[src/rtl/lie_params.svh]
/*
  Offsets, field positions, reset values and timing counts of the
  interrupt-enable block. Assumes inclusion by bare name.
*/
`ifndef LIE_PARAMS_SVH
`define LIE_PARAMS_SVH

`define LIE_AW 12
`define LIE_OFS_SET 12'h000
`define LIE_OFS_CLR 12'h004
`define LIE_OFS_CTRL 12'h008
`define LIE_OFS_STAT 12'h00c
`define LIE_OFS_MASK 12'h010
`define LIE_OFS_STATE 12'h014

`define LIE_BIT_BRK 0
`define LIE_BIT_WAKE 1
`define LIE_BIT_LIN 0
`define LIE_BIT_SLEEP 1
`define LIE_BIT_WAKEREQ 2
`define LIE_BIT_BUSY 1

`define LIE_EN_RST 2'h0
`define LIE_MASK_RST 2'h0
`define LIE_CTRL_RST 1'h0
`define LIE_RDY_CYCLES 1

`endif

[src/rtl/lie_pkg.sv]
/*
  Types shared by the interrupt-enable block.
  Assumes lie_params.svh for numeric constants.
*/
`default_nettype none
package lie_pkg;

  typedef enum logic {
    LIE_RUN = 1'b0,
    LIE_SLEEP = 1'b1
  } lie_power_t;

  // One bit per interrupt source, wake above break
  typedef struct packed {
    logic wake;
    logic brk;
  } lie_irq_vec_t;

endpackage : lie_pkg
`default_nettype wire

[src/rtl/lie_fall_detect.sv]
/*
  Falling-edge detector for a level already synchronous to pclk.
  Assumes the input is clean and synchronous.
*/
`timescale 1ns/1ps
`default_nettype none
module lie_fall_detect (
  input wire logic pclk,
  input wire logic presetn,
  input wire logic level_in,
  output logic fall
);

  logic prev_reg;

  // Idle high, so reset to 1 to avoid a false edge
  always_ff @(posedge pclk or negedge presetn) begin
    if (!presetn) begin
      prev_reg <= 1'b1;
    end else begin
      prev_reg <= level_in;
    end
  end

  assign fall = prev_reg & ~level_in;

endmodule : lie_fall_detect
`default_nettype wire

[src/rtl/lie_sticky_status.sv]
/*
  Sticky event flags, cleared bit by bit; a set in the clear cycle wins.
  Assumes clear holds only bits that software has already seen.
*/
`timescale 1ns/1ps
`default_nettype none
module lie_sticky_status (
  input wire logic pclk,
  input wire logic presetn,
  input wire lie_pkg::lie_irq_vec_t set,
  input wire lie_pkg::lie_irq_vec_t clear,
  output lie_pkg::lie_irq_vec_t status
);

  lie_pkg::lie_irq_vec_t status_reg;
  lie_pkg::lie_irq_vec_t status_next;

  always_comb begin
    status_next = (status_reg & ~clear) | set;
  end

  always_ff @(posedge pclk or negedge presetn) begin
    if (!presetn) begin
      status_reg <= '0;
    end else begin
      status_reg <= status_next;
    end
  end

  assign status = status_reg;

endmodule : lie_sticky_status
`default_nettype wire

[src/rtl/lie_irq_enable.sv]
/*
  Interrupt-enable control for a LIN/UART-compatible serial module:
  set/clear enable registers, wake-up and break-detect interrupt
  generation, low-power state, sticky status, mask and one irq line.
  Assumes an APB master and inputs synchronous to pclk.
*/
`timescale 1ns/1ps
`default_nettype none
`include "lie_params.svh"
module lie_irq_enable (
  input wire logic pclk,
  input wire logic presetn,
  input wire logic psel,
  input wire logic penable,
  input wire logic pwrite,
  input wire logic [11:0] paddr,
  input wire logic [31:0] pwdata,
  output logic [31:0] prdata,
  output logic pready,
  output logic pslverr,
  input wire logic serial_receive_pin,
  input wire logic rx_busy,
  input wire logic wake_pulse,
  input wire logic break_detected,
  output logic irq,
  output logic low_power,
  output logic wake_event,
  output logic error_event
);

  // Address decode, shared by read capture and write
  function automatic logic addr_hit(input logic [11:0] a,
                                    input logic [11:0] ofs);
    addr_hit = (a == ofs);
  endfunction : addr_hit

  function automatic logic addr_valid(input logic [11:0] a);
    addr_valid = addr_hit(a, `LIE_OFS_SET) | addr_hit(a, `LIE_OFS_CLR) |
                 addr_hit(a, `LIE_OFS_CTRL) | addr_hit(a, `LIE_OFS_STAT) |
                 addr_hit(a, `LIE_OFS_MASK) | addr_hit(a, `LIE_OFS_STATE);
  endfunction : addr_valid

  logic setup_ph;
  logic access_ph;
  logic wr_acc;
  logic rd_acc;
  logic wr_set;
  logic wr_clr;
  logic wr_ctrl;
  logic wr_mask;
  logic sleep_req;
  logic wake_req;

  lie_pkg::lie_irq_vec_t enable_reg;
  lie_pkg::lie_irq_vec_t enable_next;
  lie_pkg::lie_irq_vec_t mask_reg;
  lie_pkg::lie_irq_vec_t stat_cap_reg;
  lie_pkg::lie_irq_vec_t stat_clear;
  lie_pkg::lie_irq_vec_t events;
  lie_pkg::lie_irq_vec_t status;
  lie_pkg::lie_power_t power_reg;
  logic lin_mode_reg;
  logic [31:0] prdata_reg;
  logic [31:0] rd_value;
  logic wake_fall;
  logic cause_fall;
  logic cause_busy;
  logic cause_low;
  logic wake_any;
  logic irq_reg;

  // Zero-wait slave: setup captures read data, access completes
  assign setup_ph = psel & ~penable;
  assign access_ph = psel & penable;
  assign pready = 1'b1;
  assign pslverr = access_ph & ~addr_valid(paddr);
  assign wr_acc = access_ph & pwrite;
  assign rd_acc = access_ph & ~pwrite;
  assign wr_set = wr_acc & addr_hit(paddr, `LIE_OFS_SET);
  assign wr_clr = wr_acc & addr_hit(paddr, `LIE_OFS_CLR);
  assign wr_ctrl = wr_acc & addr_hit(paddr, `LIE_OFS_CTRL);
  assign wr_mask = wr_acc & addr_hit(paddr, `LIE_OFS_MASK);
  assign sleep_req = wr_ctrl & pwdata[`LIE_BIT_SLEEP];
  assign wake_req = wr_ctrl & pwdata[`LIE_BIT_WAKEREQ];

  // One enable vector behind both views; bits 31-2 never stored
  always_comb begin
    enable_next = enable_reg;
    if (wr_set) begin
      enable_next = enable_next | lie_pkg::lie_irq_vec_t'(pwdata[1:0]);
    end
    if (wr_clr) begin
      enable_next = enable_next & ~lie_pkg::lie_irq_vec_t'(pwdata[1:0]);
    end
  end

  always_ff @(posedge pclk or negedge presetn) begin
    if (!presetn) begin
      enable_reg <= `LIE_EN_RST;
    end else begin
      enable_reg <= enable_next;
    end
  end

  always_ff @(posedge pclk or negedge presetn) begin
    if (!presetn) begin
      mask_reg <= `LIE_MASK_RST;
    end else if (wr_mask) begin
      mask_reg <= lie_pkg::lie_irq_vec_t'(pwdata[1:0]);
    end
  end

  always_ff @(posedge pclk or negedge presetn) begin
    if (!presetn) begin
      lin_mode_reg <= `LIE_CTRL_RST;
    end else if (wr_ctrl) begin
      lin_mode_reg <= pwdata[`LIE_BIT_LIN];
    end
  end

  // Wake-up causes
  lie_fall_detect u_fall (
    .pclk(pclk),
    .presetn(presetn),
    .level_in(wake_pulse),
    .fall(wake_fall)
  );

  // Pulse counts only in power-down
  assign cause_fall = (power_reg == lie_pkg::LIE_SLEEP) & wake_fall;
  assign cause_busy = (power_reg == lie_pkg::LIE_RUN) & sleep_req & rx_busy;
  assign cause_low = (power_reg == lie_pkg::LIE_SLEEP) & ~serial_receive_pin;
  assign wake_any = cause_fall | cause_busy | cause_low;

  // Wake enable ignores the mode; break enable only in UART mode
  always_comb begin
    events.wake = enable_reg.wake & wake_any;
    events.brk = enable_reg.brk & ~lin_mode_reg & break_detected;
  end

  // Low-power state; a busy receiver keeps the module running
  always_ff @(posedge pclk or negedge presetn) begin
    if (!presetn) begin
      power_reg <= lie_pkg::LIE_RUN;
    end else begin
      unique case (power_reg)
        lie_pkg::LIE_RUN: begin
          if (sleep_req && !rx_busy) begin
            power_reg <= lie_pkg::LIE_SLEEP;
          end
        end
        lie_pkg::LIE_SLEEP: begin
          if (events.wake || wake_req) begin
            power_reg <= lie_pkg::LIE_RUN;
          end
        end
      endcase
    end
  end

  // Read data, captured in the setup cycle
  always_comb begin
    rd_value = 32'h0000_0000;
    if (addr_hit(paddr, `LIE_OFS_SET) || addr_hit(paddr, `LIE_OFS_CLR)) begin
      rd_value[1:0] = enable_reg;
    end else if (addr_hit(paddr, `LIE_OFS_CTRL)) begin
      rd_value[`LIE_BIT_LIN] = lin_mode_reg;
    end else if (addr_hit(paddr, `LIE_OFS_STAT)) begin
      rd_value[1:0] = status;
    end else if (addr_hit(paddr, `LIE_OFS_MASK)) begin
      rd_value[1:0] = mask_reg;
    end else if (addr_hit(paddr, `LIE_OFS_STATE)) begin
      rd_value[0] = power_reg;
      rd_value[`LIE_BIT_BUSY] = rx_busy;
    end
  end

  always_ff @(posedge pclk or negedge presetn) begin
    if (!presetn) begin
      prdata_reg <= 32'h0000_0000;
    end else if (setup_ph && !pwrite) begin
      prdata_reg <= rd_value;
    end
  end

  // Remember exactly what was shown, so only seen bits are cleared
  always_ff @(posedge pclk or negedge presetn) begin
    if (!presetn) begin
      stat_cap_reg <= '0;
    end else if (setup_ph) begin
      stat_cap_reg <= (!pwrite && addr_hit(paddr, `LIE_OFS_STAT)) ? status : '0;
    end
  end

  assign stat_clear = (rd_acc && addr_hit(paddr, `LIE_OFS_STAT)) ? stat_cap_reg : '0;

  lie_sticky_status u_status (
    .pclk(pclk),
    .presetn(presetn),
    .set(events),
    .clear(stat_clear),
    .status(status)
  );

  always_ff @(posedge pclk or negedge presetn) begin
    if (!presetn) begin
      irq_reg <= 1'b0;
    end else begin
      irq_reg <= |((status & ~stat_clear | events) & mask_reg);
    end
  end

  assign prdata = prdata_reg;
  assign irq = irq_reg;
  assign low_power = (power_reg == lie_pkg::LIE_SLEEP);
  assign wake_event = events.wake;
  assign error_event = events.brk;
endmodule : lie_irq_enable
`default_nettype wire

[config.mk]
export PLATFORM = sky130hd
export DESIGN_NAME = lie_irq_enable
export DESIGN_NICKNAME = d
export VERILOG_FILES = /design/src/rtl/lie_pkg.sv /design/src/rtl/lie_fall_detect.sv /design/src/rtl/lie_sticky_status.sv /design/src/rtl/lie_irq_enable.sv
export VERILOG_INCLUDE_DIRS = /design/src /design/src/rtl
export SDC_FILE = /design/constraint.sdc
export NUM_CORES = 1
export LEC_CHECK = 0
export BUFFER_PORTS_ARGS = -buffer_cell sky130_fd_sc_hd__buf_2
export CORE_MARGIN = 2
export CORE_UTILIZATION = 25
export CTS_BUF_LIST = sky130_fd_sc_hd__clkbuf_4 sky130_fd_sc_hd__clkbuf_8
export DETAILED_ROUTE_END_ITERATION = 12
export PLACE_DENSITY = 0.58
export SYNTH_ARGS = -nofsm -noshare
export SYNTH_HDL_FRONTEND = slang
export SYNTH_SLANG_ARGS = --single-unit
[constraint.sdc]
create_clock -name pclk -period 1.3 [get_ports pclk]
set_input_delay 0.26 -clock pclk [delete_from_list [all_inputs] [get_ports pclk]]
set_output_delay 0.26 -clock pclk [all_outputs]
set_load 0.01 [all_outputs]
==> impl_metrics.toml, run 1 <==
[detailed_routing]
ant_nets = 0
route.detailed.drc = 0
drtIter0Drc = 20
first_pass_iters = 4
viasPerCell = 4.24
wl_per_cell_um = 11.1
routed_wl_um = 2510
vias = 958

[final_layout]
n_antenna_cell = 0
synthToLayoutAreaGrowth_pct = 30.3
layout-drive-gt1-share_pct = 39.7
finalNonFillerCells = 226
final_nets = 228
stdcell_area_sq_mm = 0.00147

[yosys]
synth_most_common_cell = "buf_4"
synth-seq-area-share_pct = 31.2
async_reset_ff_share_pct = 100
yosys_register_bits = 14
syn_inst = 126
synth.avg_cell_area_sq_um = 8.96
yosys-top-cells-area = "dfrtp_1 29%, buf_4 21%, o21ai_0 3.5%, nand2_1 3.3%, nand2b_1 2.8%"
synth.cell_area_sq_mm = 0.00113
synth-edff-count = 0
yosys-top-cells-count = "31 x buf_4, 13 x dfrtp_1, 10 x nand2_1, 8 x o21ai_0, 7 x inv_1"
synth_top_area_share_pct = 28.8
yosys_most_used_dff = "dfrtp_1"
yosys_warnings = 0
synth.distinct_cells = 40
yosysTopAreaCell = "dfrtp_1"

[placed_design]
io_buffers = 30
globalplace.congestion = 0.792
place_ws_ns = -0.288
dp.cells = 216
dpl_cell_area_sq_mm = 0.00130
dp_hpwl_um = 2050

[floorplanning]
die_h_um = 71.2
initial_core_util_pct = 25.9
fp.dieArea_sq_mm = 0.00507
core_area_sq_mm = 0.00435
rows = 24
fp.dieW_um = 71.2
pin_count = 91

[timing]
fin_worst_skew_ns = 0.00373
post-route-min-period_ns = 1.50
worst_slack_ns = -0.202
finalHoldViolCount = 0
min_period_over_period_pct = 116
finalMaxSlewViolations = 0
grt_setup_unrepaired = "true"
max_freq_ghz = 0.666
finalSetupViolations = 3

[flow_run]
drv_cap = 0

[critical_path]
worstPathMaxFanout = 3
worstPathArrival_ns = 1.24
rr_endpoint = "irq$_DFF_PN0_"
r2r_setup_slack_ns = 0.05
cp-end-kind = "output pin"
crit_start = "paddr[8]"
critical_path_class = "in2out"
ff2ff_path_depth = 4
worstSetupStartpointType = "primary input"
critPathRequiredTime_ns = 1.04

[hold_path]
min_path_type = "in2reg"
hp-start = "wake_pulse"
hold_path_end = "u_fall.prev_reg$_DFF_PN1_"
hold_depth = 1

[clocking]
cts.htree.levels = 1
cts.path.max_buffers = 2
path_clk_slew_ns = 0.06
numClockSinks = 14
cts_buffers = 3
cts_tree = "built"
cts_root_buffer = "clkbuf_8"
clock_latency_ns = 0.25

[global_routing]
grt_max_degree = 15
grt_usage_pct = 10.3
grt_pass1_vias = 900
antenna_found_initial = 0
grt_overflow_total = 0
grt_pass1_wl_um = 4100

[outcome]
status = "complete, but fails checks"
violations = "setup timing"

[power_and_ir_drop]
p_leak_nw = 0.757
ir_drop_v = 0.000275
p_per_area_mw_per_mm2 = 737
## what timing repair did
action / CTS / global route
buffers inserted: 3 / 3
setup endpoints to repair: 3 / 8
hold endpoints to repair: 13 / 0
pin swaps: 4 / 6
resized for setup: 5 / 14
cloned: 0 / 0
hold buffers: 1 / 0
## kinds of logic (layout without fill, tap and decap cells)
kind of cell | count (synthesis) | in the layout | synth area share (%)
flip-flops | 14 | 14 | 31.2
other | 2 | 31 | 0.665
buffers and inverters | 40 | 59 | 24.4
multiplexers | 5 | 5 | 4.66
AO/OA/AOI/OAI | 23 | 23 | 13.5
AND/OR/NAND/NOR | 42 | 42 | 25.6
## area by class of cell
cell class	count	area (sq um)
multi-input cells	101	651
flip-flops and latches	14	353
fillers	453	2880
well taps	52	65.1
inverters	7	26.3
repair buffers	48	320
clock buffers	4	55.1
## through the flow
step	setup TNS [ns]	utilization (%)	power (W)	hold slack, ns
3_3_place_gp	-2.46	29.8	0.000639	0.184
4_1_cts	-0.510	32.4	0.00109	0.112
2_1_floorplan	-0.0799	-	0.000624	-0.0356
5_1_grt	-0.582	33.8	0.00114	0.108
3_5_place_dp	-2.76	29.8	0.000640	0.180
6_report	-0.298	33.8	0.00108	0.116
## worst max-delay path, stage by stage
cell and delay [ns]:
buf_6 0.09, nor4_4 0.34, nand4_2 0.18, o21a_1 0.22, inv_2 0.06, buf_6 0.09
## cells in the final DEF, fill, tap and decap left out, types with 2 or more instances in the layout
cell type	instances
and2b_1	2
buf_2	26
buf_4	15
buf_6	6
clkbuf_8	4
conb_1	31
dfrtp_1	12
inv_1	6
mux2i_1	3
nand2_1	10
nand2b_1	5
nand3_1	6
nand4_1	2
nor2_1	3
o211ai_1	3
o21a_1	2
o21ai_0	4
o21ai_1	2
o21ai_2	2
## routing by layer
metal,track usage [%],vias up,wire (um)
met5,0,-,0
met4,1.89,0,13
met3,4.84,2,200
met2,16.9,31,1260
met1,12.6,450,1040
li1,-,475,-
## worst max path at each step
stage / slack [ns] / to
floorplan: -0.04 / mask_reg[0]$_DFFE_PN0P_
global placement: -0.26 / wake_event
detailed placement: -0.29 / wake_event
CTS: -0.24 / wake_event
global route: -0.26 / wake_event
finish: -0.20 / wake_event
## power breakdown
part	switching (W)	internal [W]
sequential	0.00000293	0.000442
clock	0.000163	0.000269
combinational	0.000124	0.0000832
No activity file was read; power rests on OpenSTA's default activity.
==> run 2: changes to the inputs <==
Settings changed: SETUP_SLACK_MARGIN set to 0.2, SKIP_CTS_REPAIR_TIMING set to 1.
==> impl_metrics.toml, run 2 (synthesis results as in run 1) <==
[final_layout]
synthToLayoutAreaGrowth_pct = 34.8
final_common_cell = "conb_1"
n_fill_cell = 447
layout-drive-gt1-share_pct = 44.1
post-route-util_pct = 34.9
final_nets = 231
register_area_sq_um = 353
n_antenna_cell = 0
multi_input_area_sq_um = 668
most-common-layout-cells = "31 x conb_1, 25 x buf_2, 15 x buf_4"

[critical_path]
cpPeakStageDelay_ns = 0.51
critical_path_class = "reg2out"
crit_buf_inv = 2
cp_top_family = "flip-flops"
worstPathMaxFanout = 2
cp-end-kind = "output pin"
worstPathArrival_ns = 1.27
path_depth = 5
critPathRequiredTime_ns = 1.04
path_cells = "nand2b_1, a21o_1, o21a_1, inv_2, buf_6"
ff2ff_path_depth = 6
worstSetupStartpointType = "flop"
cp_slowest_cell = "dfstp_2"

[timing]
finalSetupViolations = 5
grt_setup_unrepaired = "true"
worst_slack_ns = -0.232
fin_setup_tns_ns = -0.557
post-route-min-period_ns = 1.53
min_period_over_period_pct = 118
max_freq_ghz = 0.653
finalMaxSlewViolations = 0
finalHoldViolCount = 0
fin_worst_skew_ns = 0.00173

[global_routing]
grt_usage_pct = 9.34
antenna_found_initial = 0
grt_max_degree = 15
grt_overflow_total = 0
grt_pass1_wl_um = 3800
grt_pass1_vias = 846

[floorplanning]
core_area_sq_mm = 0.00435
initial_core_util_pct = 25.9
die_h_um = 71.2
fp.dieW_um = 71.2
rows = 24
pin_count = 91
fp.dieArea_sq_mm = 0.00507

[clocking]
cts_tree = "built"
path_clk_slew_ns = 0.05
cts.path.max_buffers = 2
cts_root_buffer = "clkbuf_8"
cts_buffers = 3
clock_latency_ns = 0.24
numClockSinks = 14
cts.htree.levels = 1

[detailed_routing]
ant_nets = 0
first_pass_iters = 4
wl_met3_um = 166
drtIter0Drc = 42
routed_wl_um = 2530
viasPerCell = 4.10
met1Wirelength_um = 1030
vias = 938
wl_per_cell_um = 11.0
wl_met2_um = 1320
route.detailed.drc = 0
highest_layer = "met4"

[power_and_ir_drop]
p_leak_nw = 0.777
p_per_area_mw_per_mm2 = 680
power_w = 0.00103
ir_drop_v = 0.000335

[outcome]
violations = "setup timing"
status = "complete, but fails checks"

[flow_run]
drv_cap = 0

[placed_design]
io_buffers = 30
globalplace.congestion = 0.754
dp_hpwl_um = 2050

[hold_path]
hold_depth = 1
min_path_type = "in2reg"
[run 2: changes by cell type in the layout (fill, tap and decap cells not counted), moves of 2 or more]
| cell | previous run | this run |
|---|---|---|
| nand3_2 | 0 | 2 |
| o21ai_2 | 2 | 4 |
| nand3_1 | 6 | 4 |
| buf_6 | 6 | 10 |
[run 2: cell type report]
type | count | area share (%)
Multi-Input combinational cell | 101 | 43.9
Inverter | 7 | 1.73
Sequential cell | 14 | 23.2
Timing Repair Buffer | 51 | 23.7
Clock buffer | 4 | 3.21
Tap cell | 52 | 4.28
[run 2: routing by layer]
metal / track usage [%] / vias up
met4: 1.26 / 0
met1: 11.8 / 429
li1: - / 479
met3: 3.28 / 2
met2: 15.7 / 28
met5: 0 / -
[run 2: through the flow]
| stage | std cells | area, sq um | setup slack (ns) | hold slack, ns |
|---|---|---|---|---|
| CTS | 222 | 1370 | -0.285 | -0.0849 |
| global placement | 218 | 1320 | -0.260 | 0.178 |
| finish | 229 | 1520 | -0.232 | 0.128 |
| floorplan | 155 | 1260 | -0.0408 | -0.0356 |
| global route | 229 | 1520 | -0.292 | 0.125 |
| detailed placement | 218 | 1320 | -0.287 | 0.176 |
[run 2: worst paths after layout]
check                      slack, ns                        start                           to
min in group asynchronous       0.45                      presetn  stat_cap_reg[1]$_DFFE_PN0P_
max reg2reg                    -0.08    u_fall.prev_reg$_DFF_PN1_                irq$_DFF_PN0_
max                            -0.23    u_fall.prev_reg$_DFF_PN1_                   wake_event
max in group asynchronous       0.56                      presetn    u_fall.prev_reg$_DFF_PN1_
min reg2reg                     0.49  stat_cap_reg[0]$_DFFE_PN0P_  stat_cap_reg[0]$_DFFE_PN0P_
min                             0.13                   wake_pulse    u_fall.prev_reg$_DFF_PN1_
[run 2: where the power goes]
part           total [W]  switching [W]  internal, W  leakage, nW
clock network   0.000381       0.000144     0.000237       0.0262
registers       0.000445     0.00000293     0.000442        0.165
logic           0.000208       0.000124    0.0000842        0.586
total            0.00103       0.000270     0.000764        0.777
